### src/core/shk_defs.svh
// register offsets, field positions, reset values and timing counts of the socket housekeeping block
`ifndef SHK_DEFS_SVH
`define SHK_DEFS_SVH
// register byte offsets
`define SHK_ADR_EVENT_FLAGS 8'h00
`define SHK_ADR_EVENT_MASK 8'h04
`define SHK_ADR_PRESENT 8'h08
`define SHK_ADR_EVENT_FORCE 8'h0c
`define SHK_ADR_POWER_CTRL 8'h10
`define SHK_ADR_RSVD_FIRST 8'h14
`define SHK_ADR_RSVD_LAST 8'h1c
`define SHK_ADR_POWER_MGMT 8'h20
`define SHK_ADR_GENERAL_CTRL 8'h24
`define SHK_ADR_CARD_CTRL 8'h28
// field positions
`define SHK_BIT_SWITCH_TYPE 10
`define SHK_BIT_SPK_EN 1
`define SHK_BIT_PWM_ROUTE 2
`define SHK_CARD_CTRL_STRIDE 8
// reset values
`define SHK_RST_EVENT_MASK 2'h3
`define SHK_RST_POWER_CTRL 13'h0000
`define SHK_RST_GENERAL_CTRL 1'h0
`define SHK_RST_CARD_CTRL 4'h0
// timing: clock rate, oscillator rate, filter and indicator times
`define SHK_CLK_HZ 25000000
`define SHK_OSC_HZ 16000
`define SHK_DEBOUNCE_MS 50
`define SHK_LED_MS 64
`define SHK_TICK_DIV (`SHK_CLK_HZ / `SHK_OSC_HZ)
`define SHK_DEBOUNCE_TICKS ((`SHK_DEBOUNCE_MS * `SHK_OSC_HZ + 999) / 1000)
`define SHK_LED_TICKS ((`SHK_LED_MS * `SHK_OSC_HZ) / 1000)
// power management state codes
`define SHK_PSTATE_D1 2'h1
`define SHK_PSTATE_D2 2'h2
`endif

### src/core/shk_pkg.sv
// types of the socket housekeeping block
package shk_pkg;
    // flash slot detection and power states
    typedef enum logic [1:0] {
        SHK_EMPTY_OFF,
        SHK_INSERTED_OFF,
        SHK_INSERTED_ON
    } shk_slot_state_t;

    // software power request word for the switch and the flash slots
    typedef struct packed {
        logic slot1_power;
        logic slot0_power;
        logic switch_shutdown_n;
        logic [2:0] vpp_b;
        logic [1:0] vcc_b;
        logic [2:0] vpp_a;
        logic [1:0] vcc_a;
    } shk_power_ctrl_t;

    // per-socket audio steering bits
    typedef struct packed {
        logic audio_pwm_route;
        logic speaker_out_enable;
    } shk_audio_ctrl_t;
endpackage

### src/core/shk_socket_housekeeping.sv
// socket detect, switch encoding, status pull select, audio steering and activity indicators
//
// Notes on behaviour
// - slot0 detect low means card present
// - slot1 detect low means card present
// - insertion filtered about fifty milliseconds
// - removal seen at once, feeds slot logic
// - slot states: empty, inserted off, on
// - drive power switch control word, both variants
// - switch type bit ten, reset default variant
// - default variant vpp bits incl 1.8 V
// - alternate variant vpp bits incl 12 V
// - vcc bit pairs, shutdown low floats outputs
// - slow oscillator tick times power and filter
// - status pull up for 16-bit, down CardBus
// - binary audio to speaker when enabled
// - route CardBus pwm audio to separate output
// - indicators active high, A, B, either
// - indicator high sixty-four ms after activity
// - indicate only inserted, powered, out of reset
// - activity from ready low or bus strobes
// - indicators cut in suspend, clock stop, D1/D2
// - new activity restarts the indicator counter
// - low core card sets flag by type
//
// Register access over Wishbone was left to the implementer.
`timescale 1ns/100ps
`include "shk_defs.svh"
module shk_socket_housekeeping
    import shk_pkg::*;
#(
    parameter int TICK_DIV = `SHK_TICK_DIV,
    parameter int DEBOUNCE_TICKS = `SHK_DEBOUNCE_TICKS,
    parameter int LED_TICKS = `SHK_LED_TICKS
) (
    input wire logic clk_i,
    input wire logic rst_i,
    // wishbone classic slave
    input wire logic wb_cyc_i,
    input wire logic wb_stb_i,
    input wire logic wb_we_i,
    input wire logic [7:0] wb_adr_i,
    input wire logic [3:0] wb_sel_i,
    input wire logic [31:0] wb_dat_i,
    output logic [31:0] wb_dat_o,
    output logic wb_ack_o,
    // pins from the sockets and the system
    input wire logic flash_slot0_detect_n_i,
    input wire logic flash_slot1_detect_n_i,
    input wire logic [1:0] card_ready_irq_n_i,
    input wire logic [1:0] cb_frame_n_i,
    input wire logic [1:0] cb_irdy_n_i,
    input wire logic [1:0] cb_req_n_i,
    input wire logic [1:0] card_speaker_in_i,
    input wire logic suspend_i,
    input wire logic clkrun_stop_i,
    // from pc card interrogation logic on this clock
    input wire logic [1:0] socket_inserted_i,
    input wire logic [1:0] socket_powered_i,
    input wire logic [1:0] socket_in_reset_i,
    input wire logic [1:0] socket_cardbus_i,
    input wire logic [1:0] socket_low_core_i,
    // outputs
    output logic [10:0] switch_ctrl_o,
    output logic [1:0] flash_slot_power_o,
    output logic [1:0] stschg_pullup_o,
    output logic [1:0] stschg_pulldown_o,
    output logic speaker_out_o,
    output logic audio_pwm_out_o,
    output logic socket_a_activity_led_o,
    output logic socket_b_activity_led_o,
    output logic any_socket_activity_led_o
);
    localparam int SYNC_W = 14;
    localparam int TICK_W = $clog2(TICK_DIV + 1);
    localparam int DB_W = $clog2(DEBOUNCE_TICKS + 1);
    localparam int LED_W = $clog2(LED_TICKS + 1);

    // two-stage synchroniser for every pin input
    logic [SYNC_W-1:0] sync_meta; // first stage, read only by second
    logic [SYNC_W-1:0] sync_pins; // safe copy
    logic [1:0] detect_n; // synchronised card detect pins
    logic [1:0] ready_n;
    logic [1:0] frame_n;
    logic [1:0] irdy_n;
    logic [1:0] req_n;
    logic [1:0] audio_in;
    logic suspend_s;
    logic clkrun_stop_s;

    // slow tick standing in for the free running oscillator
    logic [TICK_W-1:0] tick_cnt;
    logic osc_tick;

    // flash slots
    logic [DB_W-1:0] db_cnt [2];
    logic [1:0] slot_present; // filtered detect, high = card present
    logic [1:0] last_present; // previous, for change events
    shk_slot_state_t slot_state [2];

    // registers
    logic [1:0] event_flags;
    logic [1:0] event_mask;
    shk_power_ctrl_t power_ctrl;
    logic [1:0] power_state;
    logic switch_type_select; // 0 = default variant, 1 = alternate
    shk_audio_ctrl_t [1:0] card_ctrl;
    logic [1:0] voltage_flags; // {other voltage, three volt}

    // indicators
    logic [LED_W-1:0] led_cnt [2];
    logic [LED_W-1:0] next_led_cnt [2];
    logic [1:0] activity;
    logic led_cut;

    // bus decode
    logic bus_req;
    logic bus_wr;
    logic [1:0] force_set;
    logic [1:0] clear_set;
    logic [31:0] next_rdata;
    logic [31:0] wdata; // write data masked by byte selects

    // encodings of the switch control bits
    function automatic logic [2:0] vpp_bits(input logic [2:0] sel, input logic alt);
        logic [2:0] r;
        r = alt ? 3'h6 : 3'h4; // float unless listed
        unique case (sel)
            3'h0: r = 3'h0; // 0 V
            3'h1: r = 3'h2; // 3.3 V
            3'h2: r = 3'h3; // 5 V
            3'h3: r = alt ? 3'h4 : 3'h7; // 12 V or 1.8 V
            default: r = alt ? 3'h6 : 3'h4; // float
        endcase
        return r;
    endfunction

    function automatic logic [1:0] vcc_bits(input logic [1:0] sel);
        logic [1:0] r;
        r = 2'h0;
        unique case (sel)
            2'h1: r = 2'h1; // 3.3 V
            2'h2: r = 2'h2; // 5 V
            default: r = 2'h0; // 0 V
        endcase
        return r;
    endfunction

    // pin synchroniser
    always_ff @(posedge clk_i) begin
        sync_meta <= {flash_slot1_detect_n_i, flash_slot0_detect_n_i, card_ready_irq_n_i, cb_frame_n_i,
                      cb_irdy_n_i, cb_req_n_i, card_speaker_in_i, suspend_i, clkrun_stop_i};
        sync_pins <= sync_meta;
    end

    assign {detect_n, ready_n, frame_n, irdy_n, req_n, audio_in, suspend_s, clkrun_stop_s} = sync_pins;

    // slow tick divider
    always_ff @(posedge clk_i) begin
        if (rst_i) begin
            tick_cnt <= '0;
            osc_tick <= 1'b0;
        end else if (tick_cnt == TICK_W'(TICK_DIV - 1)) begin
            tick_cnt <= '0;
            osc_tick <= 1'b1;
        end else begin
            tick_cnt <= tick_cnt + 1'b1;
            osc_tick <= 1'b0;
        end
    end

    // insertion filter: low must hold for the whole interval
    always_ff @(posedge clk_i) begin
        for (int i = 0; i < 2; i++) begin
            if (rst_i) begin
                db_cnt[i] <= '0;
                slot_present[i] <= 1'b0;
            end else if (detect_n[i]) begin
                db_cnt[i] <= '0;
                slot_present[i] <= 1'b0;
            end else if (osc_tick && !slot_present[i]) begin
                if (db_cnt[i] == DB_W'(DEBOUNCE_TICKS - 1)) begin
                    slot_present[i] <= 1'b1;
                end
                db_cnt[i] <= db_cnt[i] + 1'b1;
            end
        end
    end

    // slot detection and power state machines
    always_ff @(posedge clk_i) begin
        for (int i = 0; i < 2; i++) begin
            if (rst_i) begin
                slot_state[i] <= SHK_EMPTY_OFF;
            end else if (!slot_present[i]) begin
                slot_state[i] <= SHK_EMPTY_OFF;
            end else if (osc_tick) begin
                unique case (slot_state[i])
                    SHK_EMPTY_OFF: slot_state[i] <= SHK_INSERTED_OFF;
                    SHK_INSERTED_OFF: begin
                        if (i == 0 ? power_ctrl.slot0_power : power_ctrl.slot1_power) begin
                            slot_state[i] <= SHK_INSERTED_ON;
                        end
                    end
                    SHK_INSERTED_ON: begin
                        if (!(i == 0 ? power_ctrl.slot0_power : power_ctrl.slot1_power)) begin
                            slot_state[i] <= SHK_INSERTED_OFF;
                        end
                    end
                    default: slot_state[i] <= SHK_EMPTY_OFF;
                endcase
            end
        end
    end

    // slot power outputs
    always_ff @(posedge clk_i) begin
        for (int i = 0; i < 2; i++) begin
            if (rst_i) begin
                flash_slot_power_o[i] <= 1'b0;
            end else begin
                flash_slot_power_o[i] <= (slot_state[i] == SHK_INSERTED_ON) && slot_present[i];
            end
        end
    end

    // switch control word, bit n is switch control bit Dn
    always_ff @(posedge clk_i) begin
        logic [2:0] va;
        logic [2:0] vb;
        logic [1:0] ca;
        logic [1:0] cb;
        va = vpp_bits(power_ctrl.vpp_a, switch_type_select);
        vb = vpp_bits(power_ctrl.vpp_b, switch_type_select);
        ca = vcc_bits(power_ctrl.vcc_a);
        cb = vcc_bits(power_ctrl.vcc_b);
        if (rst_i) begin
            switch_ctrl_o <= 11'h000;
        end else begin
            switch_ctrl_o <= {vb[0], va[0], power_ctrl.switch_shutdown_n, cb[0], cb[1], vb[1], vb[2],
                              ca[1], ca[0], va[1], va[2]};
        end
    end

    // status change pull direction
    always_ff @(posedge clk_i) begin
        if (rst_i) begin
            stschg_pullup_o <= 2'h0;
            stschg_pulldown_o <= 2'h0;
        end else begin
            stschg_pullup_o <= socket_inserted_i & ~socket_cardbus_i;
            stschg_pulldown_o <= socket_inserted_i & socket_cardbus_i;
        end
    end

    // audio steering
    always_ff @(posedge clk_i) begin
        logic spk;
        logic pwm;
        spk = 1'b0;
        pwm = 1'b0;
        for (int i = 0; i < 2; i++) begin
            if (card_ctrl[i].audio_pwm_route && socket_cardbus_i[i]) begin
                pwm = pwm | audio_in[i];
            end else if (card_ctrl[i].speaker_out_enable) begin
                spk = spk | audio_in[i];
            end
        end
        if (rst_i) begin
            speaker_out_o <= 1'b0;
            audio_pwm_out_o <= 1'b0;
        end else begin
            speaker_out_o <= spk;
            audio_pwm_out_o <= pwm;
        end
    end

    // low core card reporting
    always_ff @(posedge clk_i) begin
        if (rst_i) begin
            voltage_flags <= 2'h0;
        end else begin
            voltage_flags[0] <= |(socket_low_core_i & socket_cardbus_i) && !switch_type_select;
            voltage_flags[1] <= |(socket_low_core_i & socket_cardbus_i) && switch_type_select;
        end
    end

    // activity detection and indicator counters
    always_comb begin
        led_cut = suspend_s || clkrun_stop_s || power_state == `SHK_PSTATE_D1 ||
                  power_state == `SHK_PSTATE_D2;
        for (int i = 0; i < 2; i++) begin
            activity[i] = socket_cardbus_i[i] ? (!frame_n[i] || !irdy_n[i] || !req_n[i]) : !ready_n[i];
            if (led_cut || !socket_inserted_i[i] || !socket_powered_i[i] || socket_in_reset_i[i]) begin
                next_led_cnt[i] = '0;
            end else if (activity[i]) begin
                next_led_cnt[i] = LED_W'(LED_TICKS);
            end else if (osc_tick && led_cnt[i] != '0) begin
                next_led_cnt[i] = led_cnt[i] - 1'b1;
            end else begin
                next_led_cnt[i] = led_cnt[i];
            end
        end
    end

    // indicator registers
    always_ff @(posedge clk_i) begin
        if (rst_i) begin
            led_cnt[0] <= '0;
            led_cnt[1] <= '0;
            socket_a_activity_led_o <= 1'b0;
            socket_b_activity_led_o <= 1'b0;
            any_socket_activity_led_o <= 1'b0;
        end else begin
            led_cnt[0] <= next_led_cnt[0];
            led_cnt[1] <= next_led_cnt[1];
            socket_a_activity_led_o <= next_led_cnt[0] != '0;
            socket_b_activity_led_o <= next_led_cnt[1] != '0;
            any_socket_activity_led_o <= next_led_cnt[0] != '0 || next_led_cnt[1] != '0;
        end
    end

    // bus request decode
    assign bus_req = wb_cyc_i && wb_stb_i && !wb_ack_o;
    assign bus_wr = bus_req && wb_we_i;
    assign wdata = {{8{wb_sel_i[3]}}, {8{wb_sel_i[2]}}, {8{wb_sel_i[1]}}, {8{wb_sel_i[0]}}} & wb_dat_i;
    assign force_set = (bus_wr && wb_adr_i == `SHK_ADR_EVENT_FORCE) ? wdata[1:0] : 2'h0;
    assign clear_set = (bus_wr && wb_adr_i == `SHK_ADR_EVENT_FLAGS) ? wdata[1:0] : 2'h0;

    // insertion and removal event flags, a new event beats a clear
    always_ff @(posedge clk_i) begin
        if (rst_i) begin
            last_present <= 2'h0;
            event_flags <= 2'h0;
        end else begin
            last_present <= slot_present;
            event_flags <= (event_flags & ~clear_set) | force_set |
                           ((slot_present ^ last_present) & event_mask);
        end
    end

    // software writable registers
    always_ff @(posedge clk_i) begin
        if (rst_i) begin
            event_mask <= `SHK_RST_EVENT_MASK;
            power_ctrl <= `SHK_RST_POWER_CTRL;
            power_state <= 2'h0;
            switch_type_select <= `SHK_RST_GENERAL_CTRL;
            card_ctrl <= `SHK_RST_CARD_CTRL;
        end else if (bus_wr) begin
            unique case (wb_adr_i)
                `SHK_ADR_EVENT_MASK: event_mask <= wdata[1:0];
                `SHK_ADR_POWER_CTRL: power_ctrl <= wdata[12:0];
                `SHK_ADR_POWER_MGMT: power_state <= wdata[1:0];
                `SHK_ADR_GENERAL_CTRL: switch_type_select <= wdata[`SHK_BIT_SWITCH_TYPE];
                `SHK_ADR_CARD_CTRL: begin
                    card_ctrl[0] <= {wdata[`SHK_BIT_PWM_ROUTE], wdata[`SHK_BIT_SPK_EN]};
                    card_ctrl[1] <= {wdata[`SHK_BIT_PWM_ROUTE + `SHK_CARD_CTRL_STRIDE],
                                     wdata[`SHK_BIT_SPK_EN + `SHK_CARD_CTRL_STRIDE]};
                end
                default: ; // read-only, reserved or unmapped: ignored
            endcase
        end
    end

    // read data mux
    always_comb begin
        next_rdata = 32'h0000_0000;
        unique case (wb_adr_i)
            `SHK_ADR_EVENT_FLAGS: next_rdata[1:0] = event_flags;
            `SHK_ADR_EVENT_MASK: next_rdata[1:0] = event_mask;
            `SHK_ADR_PRESENT: next_rdata[11:0] = {socket_b_activity_led_o, socket_a_activity_led_o,
                                                 2'h0, voltage_flags, slot_state[1], slot_state[0],
                                                 slot_present};
            `SHK_ADR_POWER_CTRL: next_rdata[12:0] = power_ctrl;
            `SHK_ADR_POWER_MGMT: next_rdata[1:0] = power_state;
            `SHK_ADR_GENERAL_CTRL: next_rdata[`SHK_BIT_SWITCH_TYPE] = switch_type_select;
            `SHK_ADR_CARD_CTRL: begin
                next_rdata[`SHK_BIT_PWM_ROUTE:`SHK_BIT_SPK_EN] = card_ctrl[0];
                next_rdata[`SHK_BIT_PWM_ROUTE + `SHK_CARD_CTRL_STRIDE:`SHK_BIT_SPK_EN + `SHK_CARD_CTRL_STRIDE] =
                    card_ctrl[1];
            end
            default: next_rdata = 32'h0000_0000; // force, reserved, unmapped read zero
        endcase
    end

    // bus answer: one wait state, ack for one cycle
    always_ff @(posedge clk_i) begin
        if (rst_i) begin
            wb_ack_o <= 1'b0;
            wb_dat_o <= 32'h0000_0000;
        end else begin
            wb_ack_o <= bus_req;
            wb_dat_o <= bus_req ? next_rdata : 32'h0000_0000;
        end
    end
endmodule

### config.mk
export PLATFORM = sky130hd
export DESIGN_NAME = shk_socket_housekeeping
export DESIGN_NICKNAME = d
export VERILOG_FILES = /design/src/core/shk_pkg.sv /design/src/core/shk_socket_housekeeping.sv
export VERILOG_INCLUDE_DIRS = /design/src /design/src/core
export SDC_FILE = /design/constraint.sdc
export NUM_CORES = 1
export LEC_CHECK = 0
export ABC_AREA = 1
export ABC_CLOCK_PERIOD_IN_PS = 2280
export BUFFER_PORTS_ARGS = -buffer_cell sky130_fd_sc_hd__clkbuf_2
export CELL_PAD_IN_SITES_DETAIL_PLACEMENT = 0
export CELL_PAD_IN_SITES_GLOBAL_PLACEMENT = 1
export CORE_MARGIN = 3
export CORE_UTILIZATION = 37
export DETAILED_ROUTE_END_ITERATION = 6
export MAX_ROUTING_LAYER = met4
export PLACE_DENSITY = 0.82
export SYNTH_ARGS = -nofsm -noshare
export SYNTH_HDL_FRONTEND = slang
export SYNTH_SLANG_ARGS = --single-unit
### constraint.sdc
create_clock -name clk_i -period 2.28 [get_ports clk_i]
set_input_delay 0.228 -clock clk_i [delete_from_list [all_inputs] [get_ports clk_i]]
set_output_delay 0.228 -clock clk_i [all_outputs]
set_load 0.02 [all_outputs]
Word-level counts from Yosys, hierarchy flattened
Memory sizes are Yosys's and may differ from the RTL's.
Cells that the tools add are included.
Operators by class
  add/sub/neg operators: 5
  equal/unequal tests: 26
  multiplexer cells: 113
  bitwise operators: 31
  reduce and logical (&&, ||, !) cells: 69
Operators by type and width (number)
  11-bit two-way mux: 8
  1-bit two-way mux: 76
  11-bit nonzero test: 4
  10-bit two-way mux: 4
  2-bit two-way mux: 14
  8-bit by 6-bit == test with 1-bit output (second input constant): 3
  3-bit one-hot mux with 4 select lines: 2
  11-bit by 1-bit subtractor with 11-bit output (second input constant): 2
  10-bit by 1-bit adder with 10-bit output (second input constant): 2
  10-bit == test (second input constant): 2
  1-bit bitwise OR: 18
  8-bit by 4-bit == test with 1-bit output (second input constant): 2
  1-bit zero test: 16
  1-bit logical AND: 15
  1-bit logical OR: 14
  2-bit AND reduction: 7
  13-bit bitwise AND: 1
  3-bit by 2-bit == test with 1-bit output (second input constant): 4
  6-bit one-hot mux with 2 select lines: 1
  11-bit by 1-bit adder with 11-bit output (second input constant): 1
  11-bit == test (second input constant): 1
  2-bit bitwise AND: 5
  2-bit by 1-bit == test with 1-bit output (second input constant): 5
  2-bit == test (second input constant): 5
  other kinds (18): 32
Storage, ports and cells
  bits in registers: 125
  bits in writable memories: 46
  input port bits: 73
  output and inout bits: 55
  word-level logic and storage cells: 283
  memories: 3
Memory list
  led_cnt: words 2, width 11, read ports 2, clocked after Yosys merged registers in 0, wr ports 2, RTL line shk_socket_housekeeping.sv:111  | logic [LED_W-1:0] led_cnt [2];
  db_cnt: words 2, width 10, read ports 2, clocked after Yosys merged registers in 0, wr ports 2, RTL line shk_socket_housekeeping.sv:96  | logic [DB_W-1:0] db_cnt [2];
  slot_state: words 2, width 2, read ports 2, clocked after Yosys merged registers in 0, wr ports 2, RTL line shk_socket_housekeeping.sv:99  | shk_slot_state_t slot_state [2];

Longest topological paths before layout
Gate-level depths: netlist of run 1.
An unclocked memory read counts as a cell.
  word-level depth: 11
  mapped depth: 14
  mapped depth without buffers: 14

Worst setup path after synthesis of run 1
No wires, ideal clock.
  path type: register -> register
  start point: memory led_cnt[0][11] in the netlist's numbering
  end point: register any_socket_activity_led_o
  data arrival time: 1.534 ns
  setup slack: 0.632 ns
  stages on the path, launching flop included: 14
  path through: dfxtp_1 inv_1 ha_1 nand2_2 nor2_4 nand2_4 nand2_4 inv_1 nand2_1 a21oi_2 nor2_1 nand3_1 nand2_1 nand2_1
RTL lines
  start, declared: RTL line shk_socket_housekeeping.sv:111
  end signal, assigned: RTL line shk_socket_housekeeping.sv:313  | any_socket_activity_led_o <= 1'b0;
  end signal, assigned: RTL line shk_socket_housekeeping.sv:319  | any_socket_activity_led_o <= next_led_cnt[0] != '0 || next_led_cnt[1] != '0;
  end, declared: RTL line shk_socket_housekeeping.sv:72  | output logic any_socket_activity_led_o

==> impl_metrics.env, run 1 <==
export IMPL_placed_area_sq_mm=0.007073
export IMPL_timing_critical_path_fanout_max=10
export IMPL_p_int_mw=4.619
export IMPL_max_clock_path_buffers=2
export IMPL_timing_final_setup_violations=0
export IMPL_timing_max_transition_violations_final=0
export IMPL_switching_power_mw=1.352
export IMPL_dieWidth_microns=138.1
export IMPL_clock_power_share_pct=49.5
export IMPL_vias=5457
export IMPL_place_detailed_instances=1108
export IMPL_hold_depth=3
export IMPL_buffer_cell_driving_the_clock_tree_root="sky130_fd_sc_hd__clkbuf_16"
export IMPL_timing_critical_path_required_ps=2590
export IMPL_fp_row_count=47
export IMPL_synth_seq_cells=152
export IMPL_buffer_ports_inserted=87
export IMPL_synth_compound_gate_area_share_pct=9.983
export IMPL_globalRouteTotalUtil_pct=16.40
export IMPL_worst_hold_startpoint="socket_inserted_i[0]"
export IMPL_drt_pass1_iter_count=5
export IMPL_routedWlPerCell_microns=12.84
export IMPL_areaGrowthSynthToFinish_pct=21.52
export IMPL_max_slew_worst_pin_slew_ps=500.8
export IMPL_final_min_clock_period_ps=1941
export IMPL_worst_skew_pair_late_latency_ps=420
export IMPL_synth_top_cells_by_count="149 x sky130_fd_sc_hd__nand2_1, 128 x sky130_fd_sc_hd__dfxtp_1, 110 x sky130_fd_sc_hd__nor2_1"
export IMPL_ys_warn_count=0
export IMPL_syn_area_sq_mm=0.006455
export IMPL_min_period_over_period_pct=85.15
export IMPL_number_of_enable_type_register_cells_in_the_synthesized_netlist=24
export IMPL_synth_area_leaders="sky130_fd_sc_hd__dfxtp_1 40%, sky130_fd_sc_hd__edfxtp_1 11%, sky130_fd_sc_hd__nand2_1 8.7%"
export IMPL_hold_viol=0
export IMPL_cts_sinks=152
export IMPL_global_route_overflow_total=0
export IMPL_dp_worst_setup_slack_ps=315.9
export IMPL_max_freq_mhz=515.1
export IMPL_routed_wl_mm=14.82
export IMPL_ir_drop_mv=0.5011
export IMPL_die_y_microns=138.1
export IMPL_fin_setup_tns_ps=0
export IMPL_floorplan_die_area_sq_mm=0.01907
export IMPL_final_worst_clock_skew_ps=6.113
export IMPL_number_of_max_cap_violations=0
export IMPL_layout_nets=1000
export IMPL_start_util_pct=38.38
export IMPL_antenna_cells_inserted=0
export IMPL_synth_adder_area_share_pct=1.163
export IMPL_finalWeightedCongestion=0.8806
export IMPL_postLayoutSetupSlackWorst_ps=338.6
export IMPL_final_antenna_net_count=0
export IMPL_timing_critical_path_slowest_stage_cell="sky130_fd_sc_hd__dfxtp_1"
export IMPL_synth_sequential_area_ratio_pct=50.86
export IMPL_first_pass_grt_wire_length_mm=25.12
export IMPL_h_tree_depth=4
export IMPL_synth_top_area_cell="sky130_fd_sc_hd__dfxtp_1"
export IMPL_synth_xor_area_share_pct=1.357
export IMPL_async_reset_ff_share_pct=0
export IMPL_worstReg2RegEnd="any_socket_activity_led_o"
export IMPL_synth_largest_type_area_fraction_pct=39.70
export IMPL_path_class="register to register"
export IMPL_slew_limit_headroom_pct=65.75
export IMPL_rr_startpoint="led_cnt[0][11]"
export IMPL_hp_class="input pin to register"
export IMPL_reported_leakage_power_nw=3.419
export IMPL_synth_simple_gate_area_share_pct=27.12
export IMPL_first_iter_violations=289
export IMPL_tritoncts="built"
export IMPL_floorplan_core_area_sq_mm=0.01682
export IMPL_detailed_place_hpwl_mm=10.90
export IMPL_cpPeakStageDelay_ps=310
export IMPL_worst_ep_arrival_time_ps=2250
export IMPL_clkSlewWorstSetupHoldPaths_ps=60
export IMPL_drive_above_1_share_pct=15.74
export IMPL_post_synth_cell_area_avg_sq_um=7.979
export IMPL_first_global_vias=5305
export IMPL_switching_part_of_the_total_power_pct=22.64
export IMPL_critPathTopFamily="simple AND/OR/NAND/NOR gates"
export IMPL_series_of_cell_instances_along_the_critical_path="inv_1 > ha_1 > nand2_2 > nor2_4 > nand2_4 > nand2_4 > nand2_1 > nand3_1 > nand3_1 > nor2_1 > nand3_1 > nand2_1 > nand2_1"
export IMPL_muxShareOfSynthArea_pct=0
export IMPL_worstHoldEndpoint="stschg_pullup_o[0]"
export IMPL_synthMostInstantiatedCell="sky130_fd_sc_hd__nand2_1"
export IMPL_startpoint_type="register"
export IMPL_total_cts_buffers=17
export IMPL_power_sequential_fraction_pct=46.8
export IMPL_initial_antenna_violation_count=0
export IMPL_critical_path_buf_inv_count=1
export IMPL_num_fill_cells=1667
export IMPL_synth_top_family_by_area="simple AND/OR/NAND/NOR gates"
export IMPL_number_of_distinct_standard_cells_referenced_by_the_synthesized_netlist=43
export IMPL_critical_path_endpoint_type="register"
export IMPL_outcome="completed"
export IMPL_cts_repair_timing_setup_buffer_count=0
export IMPL_worstRegToRegCells=13
export IMPL_regToRegSetupSlack_ps=340
export IMPL_cellPowerDensity_mw_per_mm2=761.3
export IMPL_floorplan_io_pins=128
export IMPL_postSynthCellCount=809
export IMPL_viasPerCell=4.729
export IMPL_ys_flop_type="sky130_fd_sc_hd__dfxtp_1"
export IMPL_fin_cells=1154
export IMPL_setup_repair_after_global_routing_missed_its_margin="false"
export IMPL_p_comb_share_pct=3.8
export IMPL_design_area_sq_mm=0.007844
export IMPL_drc_errors=0
export IMPL_worst_hold_slack_ps=25.72
export IMPL_grt_max_degree=29
cells in the final DEF (no fill, tap or decap), types with 7 or more instances in the layout:
master                          count
sky130_fd_sc_hd__nand4_1           20
sky130_fd_sc_hd__clkbuf_2          87
sky130_fd_sc_hd__nor3_1            25
sky130_fd_sc_hd__dlygate4sd3_1     14
sky130_fd_sc_hd__clkbuf_16         19
sky130_fd_sc_hd__edfxtp_1          24
sky130_fd_sc_hd__o21ai_0           28
sky130_fd_sc_hd__xor2_1             8
sky130_fd_sc_hd__inv_1            101
sky130_fd_sc_hd__dfxtp_1          128
sky130_fd_sc_hd__conb_1            19
sky130_fd_sc_hd__nor2_1           110
sky130_fd_sc_hd__a31oi_1            8
sky130_fd_sc_hd__nand2_1          149
sky130_fd_sc_hd__nand3_1           60
sky130_fd_sc_hd__a21oi_1           42
sky130_fd_sc_hd__buf_4              7
sky130_fd_sc_hd__a211oi_1           9
timing repair:
item	in CTS	in global routing
hold buffers	14	0
endpoints found under the hold margin	14	0
resized for setup	0	0
setup endpoints to repair	0	0
worst max path at each step:
stage / start / endpoint / slack, ps / depth (start not counted)
final: led_cnt[0][11] / any_socket_activity_led_o / 340 / 13
after global routing: led_cnt[0][11] / any_socket_activity_led_o / 110 / 13
after CTS: led_cnt[0][11] / any_socket_activity_led_o / 290 / 13
after detailed placement: led_cnt[0][11] / any_socket_activity_led_o / 320 / 13
after global placement: led_cnt[0][11] / any_socket_activity_led_o / 330 / 13
after floorplan: led_cnt[0][11] / any_socket_activity_led_o / 630 / 13
kinds of logic after synthesis:
kind of cell | count (synthesis)
adders and majority gates | 6
AOI/OAI and AO/OA | 109
DFF | 152
other | 1
and+or+nand+nor | 392
xor gates and xnor gates | 10
buffers and inverters | 139
power groups by stage:
| stage | sequential, mW | clock [mW] | combinational [mW] |
|---|---|---|---|
| CTS | 2.79 | 3.02 | 0.227 |
| floorplan | 2.85 | 0 | 0.137 |
| global route | 2.80 | 3.13 | 0.252 |
| detailed placement | 2.85 | 0 | 0.207 |
| global placement | 2.85 | 0 | 0.206 |
| finish | 2.79 | 2.96 | 0.224 |
metal layers:
layer	track usage, %	part of all wire [%]	wire length (microns)	vias to the layer above
li1	-	-	-	2869
met1	21.10	47	6944	2472
met2	26.21	47	7019	104
met3	4.040	5.0	735	12
met4	3.952	0.78	116	0
met5	-	0	0	-
through the flow:
stage	utilization, %	total power [mW]
after floorplan	-	2.987
final	46.64	5.971
after global placement	42.05	3.056
after detailed placement	42.05	3.058
after global routing	46.64	6.177
after CTS	46.64	6.038
state kept, by name, summed over array words and instances, names as in the netlist, 4 cells and up:
name           cells
db_cnt            20
slot_state         4
tick_cnt          11
card_ctrl          4
led_cnt           22
sync_meta         14
power_ctrl        13
sync_pins         14
wb_dat_o          13
switch_ctrl_o     11
layout make-up:
| type | instances | area (sq um) | area share (%) |
|---|---|---|---|
| multi-input cells | 536 | 2629 | 33.51 |
| well taps | 220 | 275.3 | 3.509 |
| inverters | 106 | 397.9 | 5.073 |
| repair buffers | 108 | 628.1 | 8.008 |
| clock buffers | 19 | 475.5 | 6.062 |
| clock inverters | 13 | 155.1 | 1.978 |
| flip-flops and latches | 152 | 3283 | 41.86 |
worst reg2reg max path: cells and delay by family, from the launching register on:
family                   cells  cell delay (ps)
buffers and inverters        1              170
AND/OR/NAND/NOR             11             1130
adder cells (fa/ha/maj)      1              250
flip-flops                   1              310
Power figures use the tool's default switching activity.
==> run 2, diff against run 1 <==
--- a/config.mk
+++ b/config.mk
@@ -6,16 +6,17 @@
 export SDC_FILE = /design/constraint.sdc
 export NUM_CORES = 1
 export LEC_CHECK = 0
-export ABC_AREA = 1
+export ABC_AREA = 0
 export ABC_CLOCK_PERIOD_IN_PS = 2280
 export BUFFER_PORTS_ARGS = -buffer_cell sky130_fd_sc_hd__clkbuf_2
 export CELL_PAD_IN_SITES_DETAIL_PLACEMENT = 0
 export CELL_PAD_IN_SITES_GLOBAL_PLACEMENT = 1
 export CORE_MARGIN = 3
 export CORE_UTILIZATION = 37
+export CTS_CLUSTER_DIAMETER = 150
 export DETAILED_ROUTE_END_ITERATION = 6
 export MAX_ROUTING_LAYER = met4
-export PLACE_DENSITY = 0.82
+export PLACE_DENSITY = 0.8
 export SYNTH_ARGS = -nofsm -noshare
 export SYNTH_HDL_FRONTEND = slang
 export SYNTH_SLANG_ARGS = --single-unit
==> impl_metrics.env, run 2 <==
export IMPL_cellPowerDensity_mw_per_mm2=730.2
export IMPL_fin_setup_tns_ps=0
export IMPL_switching_part_of_the_total_power_pct=22.44
export IMPL_largest_register="led_cnt"
export IMPL_max_freq_mhz=470.2
export IMPL_p_comb_share_pct=3.9
export IMPL_drive_above_1_share_pct=19.15
export IMPL_tritoncts="built"
export IMPL_clock_power_share_pct=46.6
export IMPL_worst_ep_arrival_time_ps=2420
export IMPL_floorplan_die_area_sq_mm=0.01871
export IMPL_drt_pass1_iter_count=5
export IMPL_synth_top_cells_by_count="128 x sky130_fd_sc_hd__dfxtp_1, 90 x sky130_fd_sc_hd__nor2_1, 58 x sky130_fd_sc_hd__nand2_1"
export IMPL_synth_top_area_cell="sky130_fd_sc_hd__dfxtp_1"
export IMPL_first_iter_violations=372
export IMPL_setup_repair_after_global_routing_missed_its_margin="false"
export IMPL_floorplan_core_area_sq_mm=0.01664
export IMPL_final_cell_mix="128 x sky130_fd_sc_hd__dfxtp_1, 90 x sky130_fd_sc_hd__nor2_1, 87 x sky130_fd_sc_hd__clkbuf_2"
export IMPL_drc_errors=0
export IMPL_initial_antenna_violation_count=0
export IMPL_number_of_distinct_standard_cells_referenced_by_the_synthesized_netlist=65
export IMPL_vias=5108
export IMPL_synth_area_leaders="sky130_fd_sc_hd__dfxtp_1 40%, sky130_fd_sc_hd__edfxtp_1 11%, sky130_fd_sc_hd__nor2_1 5.3%"
export IMPL_buffer_ports_inserted=87
export IMPL_critical_path_endpoint_type="register"
export IMPL_postSynthCellCount=678
export IMPL_cts_sinks=152
export IMPL_number_of_max_cap_violations=0
export IMPL_ys_flop_type="sky130_fd_sc_hd__dfxtp_1"
export IMPL_ys_warn_count=0
export IMPL_layout_nets=870
export IMPL_startpoint_type="register"
export IMPL_start_util_pct=38.02
export IMPL_post_synth_cell_area_avg_sq_um=9.332
export IMPL_reported_leakage_power_nw=3.060
export IMPL_fp_row_count=47
export IMPL_total_cts_buffers=17
export IMPL_worst_skew_pair_late_latency_ps=420
export IMPL_switching_power_mw=1.272
export IMPL_p_int_mw=4.396
export IMPL_num_fill_cells=1598
export IMPL_number_of_enable_type_register_cells_in_the_synthesized_netlist=24
export IMPL_timing_final_setup_violations=0
export IMPL_largest_reg_flops=22
export IMPL_syn_area_sq_mm=0.006327
export IMPL_max_slew_worst_pin_slew_ps=510.3
export IMPL_antenna_cells_inserted=0
export IMPL_floorplan_io_pins=128
export IMPL_areaGrowthSynthToFinish_pct=22.68
export IMPL_min_period_over_period_pct=93.28
export IMPL_timing_max_transition_violations_final=0
export IMPL_hp_class="input pin to register"
export IMPL_viasPerCell=4.988
export IMPL_synth_sequential_area_ratio_pct=51.89
export IMPL_detailed_place_hpwl_mm=10.02
export IMPL_path_class="register to register"
export IMPL_timing_critical_path_required_ps=2580
export IMPL_synth_largest_type_area_fraction_pct=40.50
export IMPL_first_pass_grt_wire_length_mm=23.25
export IMPL_globalRouteTotalUtil_pct=16.29
export IMPL_routedWlPerCell_microns=13.80
export IMPL_global_route_overflow_total=0
export IMPL_final_worst_clock_skew_ps=5.127
export IMPL_synth_seq_cells=152
export IMPL_total_power_mw=5.668
export IMPL_ir_drop_mv=0.5050
export IMPL_most_common_library_cell_in_the_layout_ignoring_fill_and_taps="sky130_fd_sc_hd__dfxtp_1"
export IMPL_final_antenna_net_count=0
export IMPL_async_reset_ff_share_pct=0
export IMPL_die_y_microns=136.8
export IMPL_synthMostInstantiatedCell="sky130_fd_sc_hd__dfxtp_1"
export IMPL_outcome="completed"
export IMPL_final_min_clock_period_ps=2127
export IMPL_first_global_vias=4750
export IMPL_routed_wl_mm=14.13
export IMPL_timing_critical_path_fanout_max=7
export IMPL_slew_limit_headroom_pct=65.91
export IMPL_h_tree_depth=4
export IMPL_largestRegisters="led_cnt: 22 flops, db_cnt: 20 flops"
export IMPL_power_sequential_fraction_pct=49.4
export IMPL_finalWeightedCongestion=0.8795
export IMPL_hold_viol=0
export IMPL_clkSlewWorstSetupHoldPaths_ps=60
export IMPL_max_clock_path_buffers=2
export IMPL_buffer_cell_driving_the_clock_tree_root="sky130_fd_sc_hd__clkbuf_16"
export IMPL_grt_max_degree=62
export IMPL_dieWidth_microns=136.8
==> run 2: cell types whose count changed after synthesis, moves of 11 or more <==
cell | before | now
sky130_fd_sc_hd__inv_1 | 101 | 15
sky130_fd_sc_hd__clkbuf_1 | 8 | 23
sky130_fd_sc_hd__nand3_1 | 60 | 33
sky130_fd_sc_hd__nor2_1 | 110 | 90
sky130_fd_sc_hd__or3_1 | 0 | 11
sky130_fd_sc_hd__xor2_1 | 8 | 22
sky130_fd_sc_hd__nand2_1 | 149 | 58
==> run 2: cell families after synthesis <==
logic type / after synthesis / synth area share, %
compound gates: 113 / 11.13
buf+inv: 64 / 5.260
simple gates: 301 / 24.60
fa+ha+maj: 6 / 1.186
xor+xnor: 33 / 4.568
mux: 8 / 1.305
flops: 152 / 51.89
other cells: 1 / 0.05927
==> run 2: metal layers <==
layer | vias to the layer above | share of wire, % | GRT usage, % | wire length (microns)
met2 | 121 | 46 | 25.22 | 6563
met1 | 2371 | 46 | 20.81 | 6569
li1 | 2598 | - | - | -
met4 | 0 | 1.9 | 6.208 | 266
met5 | - | 0 | - | 0
met3 | 18 | 5.2 | 3.824 | 731
==> run 2: critical path, cell delays in order, from the launching register on <==
cell and delay, ps:
sky130_fd_sc_hd__dfxtp_1 360, sky130_fd_sc_hd__inv_1 70, sky130_fd_sc_hd__ha_1 140, sky130_fd_sc_hd__or3b_1 490
sky130_fd_sc_hd__o31a_1 370, sky130_fd_sc_hd__o22ai_1 200, sky130_fd_sc_hd__a211oi_1 130, sky130_fd_sc_hd__nor3_2 160
sky130_fd_sc_hd__a31oi_1 90
==> run 2: area by class of cell <==
cell class	instances	area [sq um]	area share, %
Clock buffer	21	483.0	6.222
Clock inverter	11	87.58	1.128
Inverter	15	56.30	0.7253
Multi-Input combinational cell	480	2809	36.19
Sequential cell	152	3283	42.30
Tap cell	220	275.3	3.546
Timing Repair Buffer	125	768.2	9.897
==> run 2: final timing paths <==
check	from	end	slack [ps]	cells after the start
hold reg to reg	sync_meta[6]	sync_pins[6]	330	0
setup reg to reg	led_cnt[0][12]	any_socket_activity_led_o	150	8
hold / removal	wb_dat_i[8]	power_ctrl[8]	60	3
setup / recovery	led_cnt[0][12]	any_socket_activity_led_o	150	8
==> run 2: per-stage QoR <==
step                      setup WS (ps)  area [sq um]  utilization (%)  hold WS (ps)  cells
after floorplan                   11.93          6395                -         255.7    696
after global placement            171.4          7022            42.19         309.8    978
after detailed placement          156.3          7022            42.19         312.1    978
after CTS                         149.9          7732            46.46         42.66   1024
after global routing              2.559          7762            46.64         55.41   1024
final                             153.1          7762            46.64         62.28   1024
==> run 2: repair_timing <==
action | in CTS | in global routing
hold buffers | 14 | 0
resized for setup | 0 | 4
endpoints found under the setup margin | 0 | 2
endpoints found under the hold margin | 14 | 0
buffers inserted | 0 | 0
==> run 2: power by group through the flow <==
stage / logic [mW] / clock network [mW] / registers (mW)
floorplan: 0.131 / 0 / 2.86
CTS: 0.222 / 2.72 / 2.80
global placement: 0.203 / 0 / 2.86
finish: 0.222 / 2.64 / 2.80
detailed placement: 0.202 / 0 / 2.86
global route: 0.245 / 2.85 / 2.81
